$ cat src/common/scpn_pkg.sv
/*
  Constants for the serial configuration port with nonvolatile backing.
  Assumes a single 100 MHz core clock and a host-driven serial clock.
*/
package scpn_pkg;
  // ==========================================================
  // Command codes
  localparam logic [7:0] STATUS_FETCH_CMD   = 8'h49;
  localparam logic [7:0] STATUS_PUT_CMD     = 8'h4a;
  localparam logic [7:0] WORD_FETCH_CMD     = 8'h51;
  localparam logic [7:0] WORD_PUT_CMD       = 8'h52;
  localparam logic [7:0] STORAGE_RECALL_CMD = 8'h59;
  localparam logic [7:0] STORAGE_STORE_CMD  = 8'h5a;
  localparam logic [7:0] STORAGE_CANCEL_CMD = 8'h5c;
  // ==========================================================
  // Status bits
  localparam int ST_BUSY_BIT  = 0;
  localparam int ST_GATE_BIT  = 1;
  localparam int ST_WIRE_BIT  = 2;
  localparam int ST_PROG_BIT  = 3;
  localparam int ST_CAL_BIT   = 4;
  localparam logic [7:0] ST_WRITE_MASK = 8'h0e;
  localparam logic [7:0] STATUS_RESET  = 8'h00;
  // ==========================================================
  // Configuration words
  localparam int          WORD_COUNT  = 11;
  localparam logic [7:0]  NV_LAST_ADR = 8'h09;
  localparam logic [7:0]  ADR_SLOPE2  = 8'h05;
  localparam logic [7:0]  ADR_GAIN    = 8'h06;
  localparam logic [7:0]  ADR_SETUP   = 8'h07;
  localparam logic [7:0]  ADR_DRIVE   = 8'h08;
  localparam logic [15:0] WORD_RESET  = 16'h0000;
  localparam int B_NO_FEEDBACK  = 0;
  localparam int B_STANDBY      = 15;
  localparam int B_DIR_MAP      = 14;
  localparam int B_SENSOR_FLIP  = 8;
  localparam int B_PULSE_SRC    = 15;
  localparam int B_CMD_SRC      = 11;
  localparam int B_CMD_FLIP     = 10;
  localparam int B_COMMUTATION  = 8;
  localparam int B_CURLIM_OFF   = 5;
  // ==========================================================
  // Timing
  localparam int CLK_NS          = 10;
  localparam int PROG_TIME_US    = 10;
  localparam int PROG_CYCLES     = PROG_TIME_US * 1000 / CLK_NS;
endpackage : scpn_pkg

$ cat src/scpn_port.sv
/*
  Serial configuration port: command interpreter, status register,
  configuration words and a modelled nonvolatile store.
  Assumes the host keeps the speed-pulse pin released while it talks.
*/
`timescale 1ns/10ps
module scpn_port
  import scpn_pkg::*;
#(
  parameter int PROG_CYC = PROG_CYCLES
) (
  input  wire logic       i_clk,
  input  wire logic       i_rst,
  input  wire logic       i_sck,
  input  wire logic       i_sdi,
  input  wire logic       i_pulse_hiz,
  input  wire logic       i_cal_fail,
  output logic            o_fault_out,
  output logic            o_sdio_out,
  output logic            o_sdio_oe_n,
  output logic            o_no_feedback_select,
  output logic            o_command_source_select,
  output logic            o_pulse_pin_source,
  output logic [6:0]      o_integral_gain,
  output logic            o_integral_gain_x8,
  output logic [6:0]      o_proportional_gain,
  output logic            o_proportional_gain_x8,
  output logic            o_standby_request,
  output logic            o_dir_map,
  output logic            o_sensor_polarity_flip,
  output logic            o_commutation_scheme_select,
  output logic            o_current_limit_off,
  output logic            o_command_polarity_flip
);
  // ==========================================================
  // Input synchronisers
  logic [1:0] sck_sync_ff;
  logic [1:0] sdi_sync_ff;
  logic [1:0] hiz_sync_ff;
  logic       sck_prev_ff;
  always_ff @(posedge i_clk) begin
    if (i_rst) begin
      sck_sync_ff <= 2'h0;
      sdi_sync_ff <= 2'h0;
      hiz_sync_ff <= 2'h0;
      sck_prev_ff <= 1'b0;
    end else begin
      sck_sync_ff <= {sck_sync_ff[0], i_sck};
      sdi_sync_ff <= {sdi_sync_ff[0], i_sdi};
      hiz_sync_ff <= {hiz_sync_ff[0], i_pulse_hiz};
      sck_prev_ff <= sck_sync_ff[1];
    end
  end
  wire sck_rise = sck_sync_ff[1] & ~sck_prev_ff;
  wire port_on  = hiz_sync_ff[1];

  // ==========================================================
  // Frame handling
  // A frame opens when the speed-pulse pin is released and the
  // synchronised release has been seen; any drop of the release
  // throws away the partial frame and returns to command capture.
  // A host must therefore drop the release between two frames,
  // otherwise the port waits in the done state and ignores traffic.
  //
  // Every serial bit, in and out, is handled on the core edge at
  // which the synchronised serial clock is found rising. With two
  // synchroniser stages and one edge register this is about three
  // core clocks after the pin edge, so each serial clock phase
  // must last at least four core clocks.
  //
  // Outgoing data: the first bit is loaded on the rising edge that
  // completes the command or address field, and the register
  // shifts on each later rising edge. A bit therefore stands for a
  // whole serial period and the host may sample it at any time
  // while the serial clock is low before the next rise. Shifting
  // on the falling edge instead would lose the first bit, since a
  // fall follows the loading rise before the host has sampled.
  //
  // Refused traffic: with the gate closed only the two status
  // commands run; anything else, and any unknown code, sends the
  // port to the done state, where remaining bits are ignored.
  // Addresses from eleven up read as zero and ignore writes.
  //
  // Storage engine: a store runs for a fixed number of core clocks
  // and commits all saved words at its end only, so a cancel in
  // the middle leaves the old storage image untouched. A recall
  // overwrites words 0 to 9 in one clock and leaves word 10 alone.
  // Store is refused outside program mode, recall inside it.

  // ==========================================================
  // Storage
  logic [15:0] word_ff [WORD_COUNT];
  logic [15:0] nv_ff   [WORD_COUNT-1];
  logic [7:0]  status_ff;
  logic [7:0]  nxt_status;

  typedef enum logic [2:0] {SCPN_CMD, SCPN_ADR, SCPN_RX, SCPN_TX, SCPN_DONE} scpn_state_t;
  scpn_state_t state_ff;
  scpn_state_t nxt_state;
  logic [7:0]  cmd_ff;
  logic [7:0]  adr_ff;
  logic [15:0] sh_ff;
  logic [4:0]  cnt_ff;
  logic        prog_ff;
  logic [31:0] prog_cnt_ff;
  logic        recall_ff;

  function automatic logic valid_nv_adr(input logic [7:0] a);
    return a <= NV_LAST_ADR;
  endfunction : valid_nv_adr

  function automatic logic valid_adr(input logic [7:0] a);
    return a < 8'(WORD_COUNT);
  endfunction : valid_adr

  wire [7:0] cmd_now   = {sh_ff[6:0], sdi_sync_ff[1]};
  wire       gate      = status_ff[ST_GATE_BIT];
  wire       is_status = (cmd_now == STATUS_FETCH_CMD) | (cmd_now == STATUS_PUT_CMD);
  wire       allowed   = is_status | gate;
  wire       last_bit  = (cnt_ff == 5'h0);
  wire       two_wire  = status_ff[ST_WIRE_BIT];
  wire       prog_mode = status_ff[ST_PROG_BIT];
  wire [15:0] rx_word  = {sh_ff[14:0], sdi_sync_ff[1]};
  wire       cmd_done  = port_on & sck_rise & (state_ff == SCPN_CMD) & (cnt_ff == 5'h7);
  wire       start_store  = cmd_done & gate & (cmd_now == STORAGE_STORE_CMD) & prog_mode & ~prog_ff;
  wire       start_recall = cmd_done & gate & (cmd_now == STORAGE_RECALL_CMD) & ~prog_mode;
  wire       do_cancel    = cmd_done & gate & (cmd_now == STORAGE_CANCEL_CMD);
  wire       prog_end     = prog_ff & (prog_cnt_ff == 32'(PROG_CYC - 1));
  wire       put_status   = port_on & sck_rise & (state_ff == SCPN_RX) & last_bit & (cmd_ff == STATUS_PUT_CMD);
  wire       put_word     = port_on & sck_rise & (state_ff == SCPN_RX) & last_bit & (cmd_ff == WORD_PUT_CMD);

  // ==========================================================
  // Serial state machine
  always_comb begin
    nxt_state = state_ff;
    if (!port_on) begin
      nxt_state = SCPN_CMD;
    end else if (sck_rise) begin
      unique case (state_ff)
        SCPN_CMD: begin
          if (cnt_ff == 5'h7) begin
            if (!allowed) nxt_state = SCPN_DONE;
            else if (cmd_now == STATUS_FETCH_CMD) nxt_state = SCPN_TX;
            else if (cmd_now == STATUS_PUT_CMD) nxt_state = SCPN_RX;
            else if (cmd_now == WORD_FETCH_CMD || cmd_now == WORD_PUT_CMD) nxt_state = SCPN_ADR;
            else nxt_state = SCPN_DONE;
          end
        end
        SCPN_ADR: begin
          if (last_bit) nxt_state = (cmd_ff == WORD_PUT_CMD) ? SCPN_RX : SCPN_TX;
        end
        SCPN_RX, SCPN_TX: begin
          if (last_bit) nxt_state = SCPN_DONE;
        end
        SCPN_DONE: nxt_state = SCPN_DONE;
      endcase
    end
  end

  always_ff @(posedge i_clk) begin
    if (i_rst) begin
      state_ff <= SCPN_CMD;
      cmd_ff   <= 8'h00;
      adr_ff   <= 8'h00;
      sh_ff    <= 16'h0000;
      cnt_ff   <= 5'h0;
    end else begin
      state_ff <= nxt_state;
      if (!port_on) begin
        cnt_ff <= 5'h0;
        sh_ff  <= 16'h0000;
      end else if (sck_rise) begin
        unique case (state_ff)
          SCPN_CMD: begin
            sh_ff  <= rx_word;
            cnt_ff <= cnt_ff + 5'h1;
            if (cnt_ff == 5'h7) begin
              cmd_ff <= cmd_now;
              cnt_ff <= (cmd_now == STATUS_FETCH_CMD || cmd_now == STATUS_PUT_CMD) ? 5'h7 : 5'h7;
              if (cmd_now == STATUS_FETCH_CMD) sh_ff <= {status_ff, 8'h00};
            end
          end
          SCPN_ADR: begin
            sh_ff  <= rx_word;
            cnt_ff <= cnt_ff - 5'h1;
            if (last_bit) begin
              adr_ff <= rx_word[7:0];
              cnt_ff <= 5'hf;
              sh_ff  <= (valid_adr(rx_word[7:0])) ? word_ff[rx_word[3:0]] : 16'h0000;
            end
          end
          SCPN_RX: begin
            sh_ff  <= rx_word;
            cnt_ff <= cnt_ff - 5'h1;
          end
          SCPN_TX: begin
            sh_ff  <= {sh_ff[14:0], 1'b0};
            cnt_ff <= cnt_ff - 5'h1;
          end
          SCPN_DONE: cnt_ff <= cnt_ff;
        endcase
      end
    end
  end

  // ==========================================================
  // Outgoing data pins
  wire tx_bit = (cmd_ff == STATUS_FETCH_CMD) ? sh_ff[15] : sh_ff[15];
  always_ff @(posedge i_clk) begin
    if (i_rst) begin
      o_fault_out <= 1'b1;
      o_sdio_out  <= 1'b1;
      o_sdio_oe_n <= 1'b1;
    end else begin
      o_fault_out <= (!two_wire && state_ff == SCPN_TX) ? tx_bit : 1'b1;
      o_sdio_out  <= tx_bit;
      o_sdio_oe_n <= ~(two_wire && port_on && state_ff == SCPN_TX);
    end
  end

  // ==========================================================
  // Status register and storage engine
  always_comb begin
    nxt_status = status_ff;
    if (put_status) nxt_status = (status_ff & ~ST_WRITE_MASK) | (rx_word[7:0] & ST_WRITE_MASK);
    nxt_status[ST_CAL_BIT]  = i_cal_fail;
    nxt_status[ST_BUSY_BIT] = prog_ff | recall_ff;
    nxt_status[7:5] = 3'h0;
  end

  always_ff @(posedge i_clk) begin
    if (i_rst) begin
      status_ff   <= STATUS_RESET;
      prog_ff     <= 1'b0;
      prog_cnt_ff <= 32'h0;
      recall_ff   <= 1'b0;
    end else begin
      status_ff <= nxt_status;
      recall_ff <= start_recall;
      if (do_cancel || prog_end) begin
        prog_ff <= 1'b0;
      end else if (start_store) begin
        prog_ff <= 1'b1;
      end
      prog_cnt_ff <= prog_ff ? prog_cnt_ff + 32'h1 : 32'h0;
    end
  end

  always_ff @(posedge i_clk) begin
    if (i_rst) begin
      for (int i = 0; i < WORD_COUNT; i++) word_ff[i] <= WORD_RESET;
    end else if (put_word && valid_adr(adr_ff)) begin
      word_ff[adr_ff[3:0]] <= rx_word;
    end else if (start_recall) begin
      for (int i = 0; i < WORD_COUNT - 1; i++) word_ff[i] <= nv_ff[i];
    end
  end

  // Storage contents survive core reset and are committed only at the end of programming.
  always_ff @(posedge i_clk) begin
    if (prog_end && !do_cancel) begin
      for (int i = 0; i < WORD_COUNT - 1; i++) nv_ff[i] <= word_ff[i];
    end
  end

  // ==========================================================
  // Configuration outputs
  always_ff @(posedge i_clk) begin
    if (i_rst) begin
      o_no_feedback_select        <= 1'b0;
      o_command_source_select     <= 1'b0;
      o_pulse_pin_source          <= 1'b0;
      o_integral_gain             <= 7'h00;
      o_integral_gain_x8          <= 1'b0;
      o_proportional_gain         <= 7'h00;
      o_proportional_gain_x8      <= 1'b0;
      o_standby_request           <= 1'b0;
      o_dir_map                   <= 1'b0;
      o_sensor_polarity_flip      <= 1'b0;
      o_commutation_scheme_select <= 1'b0;
      o_current_limit_off         <= 1'b0;
      o_command_polarity_flip     <= 1'b0;
    end else begin
      o_no_feedback_select        <= word_ff[ADR_SLOPE2[3:0]][B_NO_FEEDBACK];
      o_command_source_select     <= word_ff[ADR_DRIVE[3:0]][B_CMD_SRC];
      o_pulse_pin_source          <= word_ff[ADR_DRIVE[3:0]][B_PULSE_SRC];
      o_integral_gain             <= word_ff[ADR_GAIN[3:0]][14:8];
      o_integral_gain_x8          <= word_ff[ADR_GAIN[3:0]][15];
      o_proportional_gain         <= word_ff[ADR_GAIN[3:0]][6:0];
      o_proportional_gain_x8      <= word_ff[ADR_GAIN[3:0]][7];
      o_standby_request           <= word_ff[ADR_SETUP[3:0]][B_STANDBY];
      o_dir_map                   <= word_ff[ADR_SETUP[3:0]][B_DIR_MAP];
      o_sensor_polarity_flip      <= word_ff[ADR_SETUP[3:0]][B_SENSOR_FLIP];
      o_commutation_scheme_select <= word_ff[ADR_DRIVE[3:0]][B_COMMUTATION];
      o_current_limit_off         <= word_ff[ADR_DRIVE[3:0]][B_CURLIM_OFF];
      o_command_polarity_flip     <= word_ff[ADR_DRIVE[3:0]][B_CMD_FLIP];
    end
  end
endmodule : scpn_port

$ cat config.mk
export PLATFORM = sky130hd
export DESIGN_NAME = scpn_port
export DESIGN_NICKNAME = d
export VERILOG_FILES = /design/src/common/scpn_pkg.sv /design/src/scpn_port.sv
export SDC_FILE = /design/constraint.sdc
export NUM_CORES = 1
export LEC_CHECK = 0
export BUFFER_PORTS_ARGS = -buffer_cell sky130_fd_sc_hd__buf_2
export CAP_MARGIN = 15
export CORE_MARGIN = 1.5
export CORE_UTILIZATION = 40
export CTS_CLUSTER_SIZE = 40
export DETAILED_ROUTE_END_ITERATION = 12
export MAX_ROUTING_LAYER = met4
export REMOVE_ABC_BUFFERS = 1
export SYNTH_ARGS = -nofsm -noshare
export SYNTH_HDL_FRONTEND = slang
export SYNTH_SLANG_ARGS = --single-unit
$ cat constraint.sdc
create_clock -name i_clk -period 8.21 [get_ports i_clk]
set_input_delay 0.821 -clock i_clk [delete_from_list [all_inputs] [get_ports i_clk]]
set_output_delay 0.821 -clock i_clk [all_outputs]
set_load 0.05 [all_outputs]
; Yosys cells after proc, flatten, opt, wreduce, memory -nomap -nowiden
; Memory sizes are Yosys's and may differ from the RTL's. A register that Yosys moved wholly into a read port is not among the register bits.
; Index checks and enable logic that the tools add are counted.
[op_classes]
eq_ne = 18
bitwise_logic = 37
mux = 41
add_sub_neg = 3
reduce_logical = 23
n_lt_le_gt_ge = 2
[ops]
columns = op, n
row1 = 16-bit 2-to-1 mux, 15
row2 = 8-bit by 7-bit == test with 1-bit output (second input constant), 9
row3 = 16-bit case mux with 4 select lines, 1
row4 = 32-bit by 1-bit adder with 32-bit output (second input constant), 1
row5 = 32-bit by 10-bit == test with 1-bit output (second input constant), 1
row6 = 3-bit 2-to-1 mux, 7
row7 = 1-bit bitwise AND, 16
row8 = 8-bit by 4-bit less-than comparator with 1-bit output (second input constant), 2
row9 = 16-bit OR reduction, 1
row10 = 5-bit case mux with 3 select lines, 1
row11 = 1-bit 2-to-1 mux, 13
row12 = 1-bit OR, 13
row13 = 3-bit case mux with 4 select lines, 1
row14 = 4-bit AND reduction, 3
row15 = 5-bit 2-to-1 mux, 2
row16 = 2-bit OR reduction, 5
row17 = 8-bit by 4-bit OR with 8-bit output, 1
row18 = 1-bit NOT, 7
row19 = 3-bit by 2-bit == test with 1-bit output (second input constant), 2
row20 = 5-bit by 1-bit adder with 5-bit output (second input constant), 1
row21 = 5-bit by 3-bit == test with 1-bit output (second input constant), 1
row22 = 1-bit logical AND, 5
row23 = 5-bit zero test, 1
row24 = 5-bit by 1-bit subtractor with 5-bit output (second input constant), 1
row25 = other kinds (10), 14
[totals]
ramBits = 336
elab_cells = 144
reg_bits = 92
memories = 2
input_bits = 6
[mem_list]
columns = name, depth, word_bits, read_ports, rd_ports_with_merged_regs, write_ports, line
row1 = word_ff, 11, 16, 15, 4, 11, scpn_port.sv:92  ; logic [15:0] word_ff [WORD_COUNT];
row2 = nv_ff, 10, 16, 10, 0, 10, scpn_port.sv:93  ; logic [15:0] nv_ff [WORD_COUNT-1];

; Logic depth before layout (Yosys ltp)
[logic_depth]
depth_word = 14
ltp_mapped = 10

; Worst setup path before layout
; OpenSTA, ideal clock, no wires.
[synth_path]
path_kind = reg2reg
start = register sdi_sync_ff[1]
end = memory nv_ff[0][0] (enable)
setup_slack_ps = -812
required_time_ps = 7509
path_buffers = 3
path_stages_with_launch = 7
arrival_time_ps = 8321
path_cell_list = dfxtp_1 buf_2 buf_2 buf_2 or4b_2 nor3_1 nor2b_1
[synth_lines]
columns = element, line
row1 = start: declaration, scpn_port.sv:38  ; logic [1:0] sdi_sync_ff;
row2 = start signal: assignment, scpn_port.sv:49  ; sdi_sync_ff <= {sdi_sync_ff[0], i_sdi};
row3 = end: declaration, scpn_port.sv:93

==> results.tsv <==
stage	metric	value	unit
die	dieWidth	218.0	µm
grt	overflow	0	
sta	relSlewSlack	25.54	%
pwr	power_per_cell_area	228.2	nW/µm²
sta	fmax	225.5	MHz
die	rows	78	
placed_design	io_buffers	33	
clock_network	path_clk_slew	60	ps
grt	grt_first_pass_wirelength	70070	µm
clock_network	cts_setup_buffers	0	
worst_hold_path	whs_endpoint	status_ff[0]	
worst_setup_path	cpMaxStageDelayCell	buf_4	
detailed_routing	drt_iter0_markers	1228	
die	dieArea	47530	µm²
sta	hold_viol_final	0	
worst_setup_path	crit_path_max_incr_delay	960	ps
worst_setup_path	reg2reg_to	nv_ff[8][0]	
finish	drive_gt1_share	13.17	%
sta	timing.setup.tns	0	ps
clock_network	cts_buffer_depth	3	
finish	areaGrowthSynthToFinish	10.94	%
synthesis	yosysTopAreaCellShare	54.56	%
grt	grt_pass1_vias	11270	
finish	insertedDiodeCount	0	
worst_setup_path	r2r_setup_slack	3780	ps
placed_design	place_area	19080	µm²
grt	grt_use_total	19.95	%
sta	slew_viol_final	0	
die	initial_core_util	40.66	%
synthesis	synth-main-ff-cell	edfxtp_1	
worst_setup_path	crit_chain	nor4_1, nand4_1, or4_1, nor3_1, nor2b_4, buf_4, buf_4	
clock_network	ctsHoldBuffers	0	
pwr	leakagePower	6.664	nW
worst_setup_path	required	8400	ps
detailed_routing	ant_nets	0	
sta	finalCriticalPeriod	4434	ps
synthesis	synth_cell_types	74	
synthesis	ys_seq_elements	450	
worst_setup_path	rr_startpoint	prog_cnt_ff[20]	
synthesis	avgSynthCellArea	13.88	µm²
synthesis	syn_area	18490	µm²
pwr	worst_ir_drop_vdd	157.6	µV
grt	antenna_found_initial	0	
worst_hold_path	hp-class	register to register	
clock_network	clock_sinks	450	
die	design.core.area	45480	µm²
sta	rsz0062_at_grt	false	
worst_setup_path	worst_setup_path_end_kind	register	
pwr	power.total	0.004682	W
synthesis	yosys.area.top_type	edfxtp_1	
placed_design	hpwl	27830	µm
clock_network	htree_levels	2	
sta	setup_violations	0	
outcome	outcome	finished clean	
worst_hold_path	holdCritStartpoint	recall_ff	
synthesis	synthTopCellsByCount	336 x edfxtp_1, 129 x a22o_1, 114 x dfxtp_1, 105 x nor2_1, 79 x nand2_1	
finish	final_core_utilization	45.11	%
placed_design	routabilityCongestion	0.8754	
synthesis	yosysMostFrequentCell	edfxtp_1	
detailed_routing	post_drt_wl_per_cell	23.22	µm
synthesis	yosys-top-cells-area	edfxtp_1 55%, dfxtp_1 12%, a22o_1 6.1%	
die	dieHeight	218.0	µm
synthesis	yosysWarnings	0	
detailed_routing	drc_errors	0	
worst_setup_path	cp.arrival	4620	ps
grt	grt_max_degree	97	
clock_network	worstSkewPairLatency	580	ps
detailed_routing	avgViaCountPerCell	5.805	
sta	period_share	54.01	%
worst_setup_path	worst-path-max-fanout	79	
synthesis	async_flop_share	0	%
synthesis	synth_edf_count	336	
worst_setup_path	startpoint	prog_cnt_ff[20]	
clock_network	cts-root-buf	clkbuf_16	
sta	holdWs	446.5	ps
worst_hold_path	whs_path_depth	2	
detailed_routing	drt_pre_antenna_iters	7	
worst_setup_path	cpMostUsedCell	buf_4	
sta	clock_skew	19.53	ps
detailed_routing	vias	11460	
worst_setup_path	crit_type	register to register	
finish	design_area	20520	µm²
clock_network	cts_buffers	47	
detailed_routing	drt-total-wl	45830	µm
die	ioPinCount	34	
sta	worst_pin_slew	1117	ps
synthesis	synth_cells	1332	
job	drv_cap	0	
finish	fin_nets	1347	
synthesis	synth.yosys.seq_area_share	66.90	%
worst_setup_path	reg2reg_depth	7	
clock_network	ctsResizeCount	0	
clock_network	cts_tree	built	
worst_setup_path	critPathLaunchType	register	
## worst max-delay path: cells and delay by family, from the launching register on
| family | cells | cell delay (ps) |
|---|---|---|
| buf+inv | 2 | 1740 |
| simple gates | 5 | 1880 |
| flops | 1 | 350 |
## registers in the layout (all words and copies together) (netlist names), 2 cells and up
name                 cells
adr_ff                   8
o_integral_gain          7
hiz_sync_ff              2
nv_ff                  160
o_proportional_gain      7
cmd_ff                   8
word_ff                176
state_ff                 3
sh_ff                   16
sdi_sync_ff              2
status_ff                5
cnt_ff                   5
sck_sync_ff              2
prog_cnt_ff             32
## through the flow
stage,worst slack (ps),cells
2_1_floorplan,-2090,1236
3_3_place_gp,3864,1889
3_5_place_dp,3710,1889
4_1_cts,3705,1974
5_1_grt,3473,1974
6_report,3776,1974
## logic make-up after synthesis
group           Yosys count  share of synthesized area, %
buf+inv                 102                         2.788
mux                      75                         6.157
flops                   450                         66.90
simple gates            377                         10.86
compound gates          294                         11.62
xor+xnor                 30                         1.421
fa+ha+maj                 4                        0.2571
## how the worst max path moves through the flow
stage	endpoint	slack [ps]
4_1_cts	nv_ff[8][10]	3710
6_report	nv_ff[8][0]	3780
5_1_grt	nv_ff[9][8]	3470
3_5_place_dp	nv_ff[9][11]	3710
2_1_floorplan	nv_ff[0][0]	-2090
3_3_place_gp	nv_ff[9][14]	3860
## placed cells by master (no fill, tap or decap), types with 20 or more instances in the layout
cell	count
a21oi_1	34
a22o_1	129
buf_2	33
buf_4	20
clkbuf_16	48
dfxtp_1	112
edfxtp_1	336
mux2i_1	35
mux4_2	30
nand2_1	79
nand2b_1	31
nor2_1	105
nor2b_1	44
o21ai_0	55
xor2_1	24
## area by class of cell
type | count | area [µm²]
timing repair buffer | 53 | 315.3
multi-input combinational | 780 | 5617
sequential | 450 | 12380
inverter | 6 | 22.52
clock inverter | 24 | 153.9
clock buffer | 61 | 1280
tap | 600 | 750.7
fill | 4132 | 24960
## metal layers
layer | vias to the layer above | GRT usage (%) | wire length, µm
met5 | - | - | 0
met4 | 0 | 6.529 | 1151
met2 | 436 | 30.11 | 21370
met3 | 72 | 2.678 | 2925
met1 | 5823 | 27.90 | 20380
li1 | 5129 | - | -
## power breakdown
part	leakage (nW)	switching, W	total, W	internal [W]
Combinational	1.92	0.0000915	0.000132	0.0000409
Clock	0.712	0.000890	0.00202	0.00113
Sequential	4.04	0.0000364	0.00253	0.00249
Total	6.66	0.00102	0.00468	0.00366
Power figures use the tool's default switching activity.
